--- src/cc_event_pkg.sv ---
// Purpose: shared constants for the configuration-channel event mask and status registers
// Assumes: 8-bit register file reached through the internal register port of the serial slave
// Notes: offsets are the printed register offsets
package cc_event_pkg;
	// register offsets
	localparam logic [7:0] OFS_ATTACH = 8'h04;
	localparam logic [7:0] OFS_RSVD_A = 8'h14;
	localparam logic [7:0] OFS_RSVD_B = 8'h15;
	localparam logic [7:0] OFS_RSVD_C = 8'h16;
	localparam logic [7:0] OFS_RSVD_D = 8'h17;
	localparam logic [7:0] OFS_MASK = 8'h18;
	localparam logic [7:0] OFS_STATUS = 8'h19;
	// fixed contents of the reserved registers
	localparam logic [7:0] RST_RSVD_A = 8'h1F;
	localparam logic [7:0] RST_RSVD_B = 8'hC9;
	localparam logic [7:0] RST_RSVD_C = 8'h51;
	localparam logic [7:0] RST_RSVD_D = 8'h50;
	// mask and status layout
	localparam logic [7:0] RST_MASK = 8'h1F;
	localparam logic [7:0] RST_STATUS = 8'h00;
	localparam logic [7:0] RST_ATTACH = 8'h00;
	localparam int EV_WIDTH = 5;
	localparam int BIT_RP_CHANGE = 4;
	localparam int BIT_ROLE_CHANGE = 3;
	localparam int BIT_ORIENT_FOUND = 2;
	localparam int BIT_DEBUG_FOUND = 1;
	localparam int BIT_AUDIO_FOUND = 0;
	// attachment field codes
	localparam logic [2:0] ATT_NONE = 3'h0;
	localparam logic [2:0] ATT_SOURCE = 3'h1;
	localparam logic [2:0] ATT_SINK = 3'h2;
	localparam logic [2:0] ATT_AUDIO = 3'h3;
	localparam logic [2:0] ATT_DEBUG = 3'h4;
	// orientation codes
	localparam logic [1:0] ORI_NONE = 2'h0;
	localparam logic [1:0] ORI_NORMAL = 2'h1;
	localparam logic [1:0] ORI_REVERSED = 2'h2;
endpackage
--- src/cc_event_interrupt_regs.sv ---
// Purpose: event mask, sticky event status and attachment status of the configuration-channel detector
// Assumes: detector results arrive asynchronously and are synchronised here; register port is on ref_clk
// Notes: a status read returns the value and clears it on the same edge
//
// Overview of operation
// - mask bit 4 gates the advertisement-change interrupt
// - mask bit 3 gates the role-change interrupt
// - mask bit 2 gates the orientation-found interrupt
// - mask bit 1 gates the debug-accessory interrupt
// - mask bit 0 gates the audio-accessory interrupt
// - mask 1 suppresses, 0 passes; bits 4..0 reset to 1, 7..5 are zero
// - as sink, advertisement change sets status bit 4 and updates attach bits 6..5
// - role change sets status bit 3 and updates attach bits 4..2
// - orientation found sets status bit 2 and updates attach bits 1..0
// - debug accessory sets status bit 1, attach field becomes 100
// - audio accessory sets status bit 0, attach field becomes 011
// - all status bits reset to 0, reserved bits too
// - attachment codes 000 none, 001 source, 010 sink, 011 audio, 100 debug
// - orientation codes 00 none, 01 normal, 10 reversed
`timescale 1ns/1ps
`default_nettype none
module cc_event_interrupt_regs
(
	// clock and reset
	input wire logic ref_clk,
	input wire logic nrst,
	// detector results, asynchronous
	input wire logic [1:0] det_rp_adv,
	input wire logic [2:0] det_attach,
	input wire logic [1:0] det_orient,
	// register port from the serial slave
	input wire logic [7:0] reg_addr,
	input wire logic reg_wr,
	input wire logic reg_rd,
	input wire logic [7:0] reg_wdata,
	output logic [7:0] reg_rdata,
	// state towards the pins and the rest of the chip
	output logic [7:0] attach_status,
	output logic [7:0] event_mask,
	output logic [7:0] event_status,
	output logic irq
);

	////////////////////////////////////////////////////////////////////////////
	// synchronisers

	logic [6:0] sync_meta;
	logic [6:0] sync_det;

	always_ff @(posedge ref_clk or negedge nrst)
	begin
		if (!nrst)
		begin
			sync_meta <= 7'h00;
			sync_det <= 7'h00;
		end
		else
		begin
			sync_meta <= {det_rp_adv, det_attach, det_orient};
			sync_det <= sync_meta;
		end
	end

	// multi-bit fields may land one cycle apart; a settle stage waits until they agree
	logic [6:0] settled;
	always_ff @(posedge ref_clk or negedge nrst)
	begin
		if (!nrst)
			settled <= 7'h00;
		else
			settled <= sync_det;
	end

	wire stable = (settled == sync_det);
	wire [1:0] new_rp = settled[6:5];
	wire [2:0] new_att = settled[4:2];
	wire [1:0] new_ori = settled[1:0];

	////////////////////////////////////////////////////////////////////////////
	// event detection

	wire [1:0] cur_rp = attach_status[6:5];
	wire [2:0] cur_att = attach_status[4:2];
	wire [1:0] cur_ori = attach_status[1:0];

	// reserved codes are dropped rather than published
	wire att_legal = (new_att <= cc_event_pkg::ATT_DEBUG);
	wire ori_legal = (new_ori != 2'h3);
	wire att_changed = stable && att_legal && (new_att != cur_att);
	wire ori_changed = stable && ori_legal && (new_ori != cur_ori);
	wire rp_changed = stable && (new_rp != cur_rp);

	wire ev_rp = rp_changed && (new_att == cc_event_pkg::ATT_SINK)
		&& (cur_att == cc_event_pkg::ATT_SINK);
	wire ev_role = att_changed;
	wire ev_orient = ori_changed && (new_ori != cc_event_pkg::ORI_NONE);
	wire ev_debug = att_changed && (new_att == cc_event_pkg::ATT_DEBUG);
	wire ev_audio = att_changed && (new_att == cc_event_pkg::ATT_AUDIO);

	wire [4:0] events = {ev_rp, ev_role, ev_orient, ev_debug, ev_audio};

	wire [7:0] next_attach = {1'b0,
		stable ? new_rp : cur_rp,
		att_changed ? new_att : cur_att,
		ori_changed ? new_ori : cur_ori};

	always_ff @(posedge ref_clk or negedge nrst)
	begin
		if (!nrst)
			attach_status <= cc_event_pkg::RST_ATTACH;
		else
			attach_status <= next_attach;
	end

	////////////////////////////////////////////////////////////////////////////
	// register decode

	wire hit_mask = (reg_addr == cc_event_pkg::OFS_MASK);
	wire hit_status = (reg_addr == cc_event_pkg::OFS_STATUS);
	wire wr_mask = reg_wr && hit_mask;
	wire rd_status = reg_rd && hit_status;

	// writes to the reserved block and to status are ignored
	wire [7:0] next_mask = wr_mask ? {3'h0, reg_wdata[4:0]} : event_mask;

	// set wins over the read clear so an event in the read cycle survives
	wire [7:0] next_status = {3'h0,
		(rd_status ? 5'h00 : event_status[4:0]) | events};

	logic [7:0] read_mux;
	always_comb
	begin
		unique case (reg_addr)
			cc_event_pkg::OFS_ATTACH: read_mux = attach_status;
			cc_event_pkg::OFS_RSVD_A: read_mux = cc_event_pkg::RST_RSVD_A;
			cc_event_pkg::OFS_RSVD_B: read_mux = cc_event_pkg::RST_RSVD_B;
			cc_event_pkg::OFS_RSVD_C: read_mux = cc_event_pkg::RST_RSVD_C;
			cc_event_pkg::OFS_RSVD_D: read_mux = cc_event_pkg::RST_RSVD_D;
			cc_event_pkg::OFS_MASK: read_mux = event_mask;
			cc_event_pkg::OFS_STATUS: read_mux = event_status;
			default: read_mux = 8'h00;
		endcase
	end

	always_ff @(posedge ref_clk or negedge nrst)
	begin
		if (!nrst)
		begin
			event_mask <= cc_event_pkg::RST_MASK;
			event_status <= cc_event_pkg::RST_STATUS;
			reg_rdata <= 8'h00;
		end
		else
		begin
			event_mask <= next_mask;
			event_status <= next_status;
			if (reg_rd)
				reg_rdata <= read_mux;
		end
	end

	////////////////////////////////////////////////////////////////////////////
	// interrupt request

	// mask 1 blocks, 0 passes
	assign irq = |(event_status[4:0] & ~event_mask[4:0]);
endmodule
`default_nettype wire

--- config.mk ---
export PLATFORM = sky130hd
export DESIGN_NAME = cc_event_interrupt_regs
export DESIGN_NICKNAME = d
export VERILOG_FILES = /design/src/cc_event_pkg.sv /design/src/cc_event_interrupt_regs.sv
export SDC_FILE = /design/constraint.sdc
export NUM_CORES = 1
export LEC_CHECK = 0
export BUFFER_PORTS_ARGS = -buffer_cell sky130_fd_sc_hd__buf_4
export CORE_ASPECT_RATIO = 0.7
export CORE_MARGIN = 5
export CORE_UTILIZATION = 48
export CTS_BUF_LIST = sky130_fd_sc_hd__clkbuf_4 sky130_fd_sc_hd__clkbuf_8
export DETAILED_ROUTE_END_ITERATION = 10
export GPL_ROUTABILITY_DRIVEN = 0
export GPL_TIMING_DRIVEN = 0
export HOLD_SLACK_MARGIN = 0.08
export PLACE_DENSITY = 0.86
export SLEW_MARGIN = 30
export SYNTH_ARGS = -nofsm -noshare
export SYNTH_HDL_FRONTEND = slang
export SYNTH_SLANG_ARGS = --single-unit
--- constraint.sdc ---
create_clock -name ref_clk -period 1.9 [get_ports ref_clk]
set_input_delay 0.19 -clock ref_clk [delete_from_list [all_inputs] [get_ports ref_clk]]
set_output_delay 0.19 -clock ref_clk [all_outputs]
set_load 0.005 [all_outputs]
# == After elaboration in Yosys (flattened, before gate mapping) ==
# Index checks and enable logic that the tools add are counted.
# totals
register_bits,46
output_inout_bits,33
latchBits,0
romBits,0
inputBits,27
mem_bits_rw,0
elab_cells,45
n_memories,0
# classes
multipliers,0
shift,0
add_sub_neg,0
div,0
muxes,2
n_bitwise,3
order_cmp,1
reduce_logical,14
n_eq_ne,16
# op_table
op,n
$pmux W8 S7,1
$eq A8 B5 Y1 const B,6
$logic_and A1 B1 Y1,12
$eq A3 B2 Y1 const B,3
$eq A8 B3 Y1 const B,1
$eq A7 B7 Y1,1
$and A5 B5 Y5,1
$mux W5,1
$not A5 Y5,1
$or A5 B5 Y5,1
$reduce_or A5 Y1,1
$ne A2 B2 Y1,2
$eq A3 B3 Y1 const B,1
$le A3 B3 Y1 const B,1
$ne A3 B3 Y1,1
$ne A2 B2 Y1 const B,1
$reduce_bool A2 Y1,1

# == Depth between registers and ports, before layout ==
# Gate-level depths: netlist (run 1).
# depth
depth_word,5
ltp_mapped,6
depth_no_buf,5

# == Worst setup path after synthesis (run 1) ==
# Ideal clock, no wire load.
# synth_path
path_type,register -> register
from,register settled[3]
to,register attach_status[4]
stages_incl_launch_ff,7
period_less_slack_ns,1.916
t_arrival_ns,1.788
path_slack_ns,-0.016
required_time_ns,1.772
path_buffers,1
path_cell_list,dfrtp_1 -> buf_6 -> xor2_1 -> nor4_2 -> nand4_2 -> a221oi_4 -> mux2_1
# synth_via
elab_chain_len,3
elab_cells_between_ends,5
# synth_lines
item,line,rtl
"start, declared",cc_event_interrupt_regs.sv:65,logic [6:0] settled;
"start signal, assigned",cc_event_interrupt_regs.sv:71,settled <= sync_det;
$le A3 B3 Y1 or $eq A7 B7 Y1 (tied branches),"cc_event_interrupt_regs.sv:87, cc_event_interrupt_regs.sv:74",
$logic_and A1 B1 Y1,cc_event_interrupt_regs.sv:89,wire att_changed = stable && att_legal && (new_att != cur_att);
$logic_and A1 B1 Y1 (*),cc_event_interrupt_regs.sv:89,
"end signal, assigned",cc_event_interrupt_regs.sv:110,attach_status <= cc_event_pkg::RST_ATTACH;
"end signal, assigned",cc_event_interrupt_regs.sv:112,attach_status <= next_attach;
"end, declared",cc_event_interrupt_regs.sv:38,"output logic [7:0] attach_status,"
# Mark *: on every way between the ends. The rest lies on a longest branch, timed or not.
# A chain may end at the register's enable or synchronous reset.

# == Final worst setup path (run 1) ==
# layout_path
from,register sync_det[0]
to,register attach_status[2]
# layout_via
elab_chain_len,3
# layout_lines
item,line,rtl
"start, declared",cc_event_interrupt_regs.sv:48,logic [6:0] sync_det;
"start signal, assigned",cc_event_interrupt_regs.sv:60,sync_det <= sync_meta;
$eq A7 B7 Y1,cc_event_interrupt_regs.sv:74,wire stable = (settled == sync_det);
$logic_and A1 B1 Y1 (2 in series),cc_event_interrupt_regs.sv:89,
# No other way between the ends.

==> results of run 1 <==
-- final cells by class --
cell class / count / area, sq um / area share [%]
Buffer: 9 / 67.6 / 2.45
Sequential cell: 46 / 1160 / 42.0
Multi-Input combinational cell: 101 / 756 / 27.4
Tap cell: 52 / 65.1 / 2.36
Timing Repair Buffer: 67 / 523 / 19.0
Inverter: 12 / 45.0 / 1.63
Clock buffer: 6 / 82.6 / 2.99
Clock inverter: 2 / 60.1 / 2.18
-- what timing repair did --
| action | 4_1_cts | 5_1_grt |
|---|---|---|
| hold endpoints to repair | 48 | 0 |
| gates resized for setup | 4 | 3 |
| hold buffers | 8 | 0 |
| setup buffers | 6 | 4 |
| endpoints found under the setup margin | 5 | 9 |
| pin swaps | 2 | 1 |
-- stage by stage --
stage | utilization (%) | hold slack, ns | total power [mW]
finish | 69.5 | 0.124 | 2.35
global route | 69.5 | 0.111 | 2.47
CTS | 68.5 | 0.118 | 2.36
detailed placement | 61.6 | 0.218 | 1.46
global placement | 61.6 | 0.219 | 1.45
floorplan | - | -0.106 | 1.28
-- registers in the layout, summed over array words and instances, names as in the netlist --
register,count
sync_det,7
sync_meta,7
event_mask,5
event_status,5
reg_rdata,8
attach_status,7
settled,7
-- metal layers --
layer / global-route usage (%) / up-vias / share of wire (%)
li1: - / 727 / -
met1: 23.5 / 761 / 43
met2: 25.8 / 66 / 46
met3: 5.65 / 10 / 9.7
met4: 6.81 / 0 / 1.2
met5: 0 / - / 0
-- critical path: cells and delay by family, from the launching register on --
| family | cells | cell delay (ns) |
|---|---|---|
| AO/OA/AOI/OAI | 1 | 0.36 |
| XOR/XNOR | 1 | 0.19 |
| flip-flops | 1 | 0.39 |
| multiplexers | 1 | 0.34 |
| AND/OR/NAND/NOR | 2 | 0.52 |
-- power by group through the flow --
stage               sequential, mW  combinational [mW]  clock, mW
floorplan                     1.14               0.145          0
global placement              1.15               0.301          0
detailed placement            1.15               0.309          0
CTS                           1.14               0.337      0.889
global route                  1.15               0.379      0.937
finish                        1.14               0.345      0.872
-- worst max path at each step --
stage / cells after the start / slack [ns] / end / startpoint
after floorplan: 6 / 0.003 / attach_status[4] / settled[3]
after global placement: 6 / -0.17 / attach_status[2] / settled[2]
after detailed placement: 6 / -0.22 / attach_status[2] / settled[3]
after CTS: 5 / 0.006 / attach_status[2] / sync_det[0]
after global routing: 5 / -0.12 / attach_status[3] / sync_det[0]
final: 5 / -0.004 / attach_status[2] / sync_det[0]
-- kinds of logic (layout without fill, tap and decap cells) --
logic type | after synthesis | count (layout)
AO/OA/AOI/OAI | 39 | 39
other | 1 | 7
flip-flops | 46 | 46
XOR/XNOR | 10 | 10
buffers and inverters | 22 | 96
multiplexers | 12 | 12
AND/OR/NAND/NOR | 33 | 33
-- cells in the final DEF, fill, tap and decap left out, types with 4 or more instances in the layout --
cell           netlist  final
dfrtp_1             41     40
conb_1               1      7
clkbuf_8             0      6
buf_4                7     66
mux2_2               8      8
dfstp_2              5      5
xnor2_1              4      4
a21oi_1              7      6
nand3_1              4      4
nand2_1              9      9
xor2_1               6      6
inv_1               12     11
dlygate4sd3_1        0      8
o2bb2ai_1            8      8
nor2_1               7      7
==> flow_summary.toml, run 1 <==
[status]
status = "finished, violations left"
violations = "negative setup slack"

[die]
num_rows = 19
die_width_um = 86.9
dieArea_sq_mm = 0.00555
core-area_sq_mm = 0.00397
die_y_um = 63.8
ios = 60
start_util_pct = 50.1

[route]
viasPerCell = 5.30
drt_wl_total_um = 4510
routed-via-count = 1564
ant_nets = 0
drt_iter0_drc = 140
drc = 0
dr.pass1.iters = 4
wl_per_cell_um = 15.3

[yosys]
syn_inst = 163
syn_avg_cell_area_sq_um = 12.2
syn_area_sq_mm = 0.00199
synth_xor_xnor_area_share_pct = 4.41
postSynth.asyncResetShare_pct = 100
synth_compound_area_share_pct = 15.7
yosysMostFrequentCell = "dfrtp_1"
synthMuxAreaShare_pct = 6.73
synth_top_family_by_area = "compound AO/OA/AOI/OAI gates"
synth.distinct_cells = 41
synth_top_area_share_pct = 51.6
yosysTopAreaCell = "dfrtp_1"
synth_commonest_cells = "dfrtp_1, inv_1, nand2_1, mux2_2, o2bb2ai_1"
ys_dominant_reg_cell = "dfrtp_1"
synthSimpleGateAreaFrac_pct = 8.87
yosys_warnings = 0
synthAdderAreaFrac_pct = 0
synthTopCellsByArea = "dfrtp_1, dfstp_2, mux2_2, o2bb2ai_1, buf_4"
ys_ff_latch = 46
yosysSeqAreaShare_pct = 58.2
synth-edff-count = 0

[critical_path]
required_ns = 2.08
start_kind = "register"
crit_arrival_ns = 2.08
r2r-start = "sync_det[0]"
r2r_slack_ns = -0.004
cp-end-kind = "register"
path_cells = "xor2_1 > nor4_2 > nand4_2 > a221oi_4 > mux2_4"
cp_slowest_stage_delay_ns = 0.39
critPathMaxFanout = 5
slowest_stage = "dfrtp_1"
rr_endpoint = "attach_status[2]"
reg2regPathDepth = 5
crit_type = "reg -> reg"

[grt]
grt_max_degree = 47
grt_pass1_vias = 1579
antenna_found_initial = 0
track_usage_pct = 17.3
grt_pass1_wl_um = 7470
overflow = 0

[sta]
setup_viol = 3
worst_slew_pin_slew_ns = 0.549
finalMaxSlewViolations = 0
skew_ns = 0.00867
slew_headroom_pct = 63.4
min_period_over_period_pct = 100
fmax_mhz = 525
setup_slack_ns = -0.00425
setup_tns_ns = -0.0102
fin_crit_ns = 1.90
final_hold_viol_count = 0
rsz0062_at_grt = "true"

[layout]
fillers = 290
syn_to_final_growth_pct = 38.7
drive_above_1_share_pct = 40.7
fin_cells = 295
antenna_cells = 0
final_area_sq_mm = 0.00276
finish.net_count = 269

[pwr]
peakVddDrop_mv = 0.609
clkPwrFrac_pct = 37.1
cellLeakagePower_nw = 1.30
p_int_mw = 1.82
pwr-share-seq_pct = 48.3
p_per_area_mw_per_mm2 = 854
p_sw_mw = 0.537
p_comb_share_pct = 14.6
netSwitchingFraction_pct = 22.8

[clock_network]
clock-sinks = 46
cts_buffers = 5
clkSlewWorstSetupHoldPaths_ns = 0.09
cts-root-buf = "clkbuf_8"
clk_latency_ns = 0.30
cts_buffer_depth = 2
cts_tree = "yes"
h-tree-depth = 2

[placed_design]
place_area_sq_mm = 0.00244
dp_hpwl_um = 3280
preCtsSetupSlack_ns = -0.224
dp.cells = 270
port_buffers = 49

[flow_run]
maxCapViolCount = 0

[min_path]
worstHoldEndpoint = "reg_rdata[7]"
min_from = "reg_rd"
holdPathStages = 2
hold_path.class = "in -> reg"
Power figures use the tool's default switching activity.
==> inputs of run 2 (changes only) <==
- CAP_MARGIN: unset -> 20
- CORE_UTILIZATION: 48 -> 50
- clock period: 1.9 -> 2.1 ns (I/O delays scaled with it)
==> flow_summary.toml, run 2 (synthesis gave the netlist of run 1 again) <==
[placed_design]
preCtsSetupSlack_ns = -0.0674
port_buffers = 49
place_area_sq_mm = 0.00244
dp.cells = 270
dp_hpwl_um = 3270

[clock_network]
cts_buffer_depth = 2
h-tree-depth = 2
clock-sinks = 46
clk_latency_ns = 0.30
cts-root-buf = "clkbuf_8"
clkSlewWorstSetupHoldPaths_ns = 0.09
cts_buffers = 5
cts_tree = "yes"

[min_path]
min_from = "reg_rd"
hold_path.class = "in -> reg"
holdPathStages = 2
worstHoldEndpoint = "reg_rdata[7]"

[critical_path]
crit_arrival_ns = 2.19
start_kind = "register"
r2r_slack_ns = 0.10
slowest_stage = "dfrtp_1"
cp_slowest_stage_delay_ns = 0.38
cp-end-kind = "register"
crit_type = "reg -> reg"
required_ns = 2.29
rr_endpoint = "attach_status[3]"
crit_buf_inv = 1
critPathMaxFanout = 7
r2r-start = "settled[3]"
reg2regPathDepth = 6
path_cells = "buf_6 > xor2_1 > nor4_2 > nand4_2 > a221oi_4 > mux2_1"
path_delay_family = "simple AND/OR/NAND/NOR gates"

[route]
dr.pass1.iters = 4
ant_nets = 0
routed-via-count = 1510
wl_per_cell_um = 15.2
viasPerCell = 5.22
drt_iter0_drc = 176
drc = 0
drt_wl_total_um = 4390

[grt]
grt_pass1_vias = 1519
antenna_found_initial = 0
grt_max_degree = 47
grt_pass1_wl_um = 7380
track_usage_pct = 17.6
overflow = 0

[sta]
min_period_over_period_pct = 95.2
fmax_mhz = 500
setup_tns_ns = 0
finalMaxSlewViolations = 0
skew_ns = 0.00786
setup_viol = 0
fin_crit_ns = 2.00
rsz0062_at_grt = "true"
setup_slack_ns = 0.101
final_hold_viol_count = 0
whs_ns = 0.142
worst_slew_pin_slew_ns = 0.555
slew_headroom_pct = 62.8

[die]
die_width_um = 85.4
core-area_sq_mm = 0.00387
die_y_um = 62.8
start_util_pct = 51.3
num_rows = 19
dieArea_sq_mm = 0.00536
ios = 60

[layout]
mostFrequentLayoutCells = "buf_4, dfrtp_1, inv_1"
drive_above_1_share_pct = 36.3
final_util_pct = 68.3
fin_cells = 289
largest-register = "reg_rdata"
largest_register_ffs = 8
final_area_sq_mm = 0.00265
antenna_cells = 0
syn_to_final_growth_pct = 33.0
final_common_cell = "buf_4"
finish.net_count = 263

[pwr]
peakVddDrop_mv = 0.532
finalPower_mw = 1.89
p_per_area_mw_per_mm2 = 716
cellLeakagePower_nw = 1.25

[status]
status = "completed"

[flow_run]
maxCapViolCount = 0
run 2: timing repair:
item,4_1_cts,5_1_grt
resized for setup,0,0
endpoints found under the hold margin,48,0
cloned,0,0
setup buffers,3,0
setup endpoints to repair,3,1
hold buffers,8,0
pin swaps,1,2
run 2: cell type report:
cell class                 instances  area [sq um]
timing repair buffer              60           470
clock inverter                     1          8.76
inverter                          12          45.0
sequential                        46          1160
multi-input combinational        101           736
fill                             312          1230
tap                               52          65.1
buffer                            10          72.6
clock buffer                       7          90.1
run 2: per-layer routing:
metal | vias up | GRT usage, % | part of all wire (%)
met4 | 0 | 5.14 | 0.98
met3 | 6 | 6.85 | 10
met1 | 717 | 23.3 | 44
li1 | 715 | - | -
met5 | - | 0 | 0
met2 | 72 | 26.9 | 45
run 2: how the worst max path moves through the flow:
stage / start / to / slack [ns] / depth (start not counted)
2_1_floorplan: settled[3] / attach_status[4] / 0.18 / 6
3_3_place_gp: settled[2] / attach_status[3] / 0.003 / 6
3_5_place_dp: settled[2] / attach_status[3] / -0.07 / 6
4_1_cts: settled[2] / attach_status[3] / 0.11 / 6
5_1_grt: settled[3] / attach_status[4] / -0.002 / 6
6_report: settled[3] / attach_status[3] / 0.10 / 6
run 2: power by group:
group / leakage, nW / switching, mW / internal, mW
registers: 0.561 / 0.0787 / 0.954
logic: 0.634 / 0.124 / 0.167
clock network: 0.0523 / 0.286 / 0.285
run 2: worst reg2reg max path, stage by stage, from the launching register on:
cell and delay, ns:
dfrtp_1 0.38, buf_6 0.13, xor2_1 0.15, nor4_2 0.32
nand4_2 0.21, a221oi_4 0.34, mux2_1 0.36
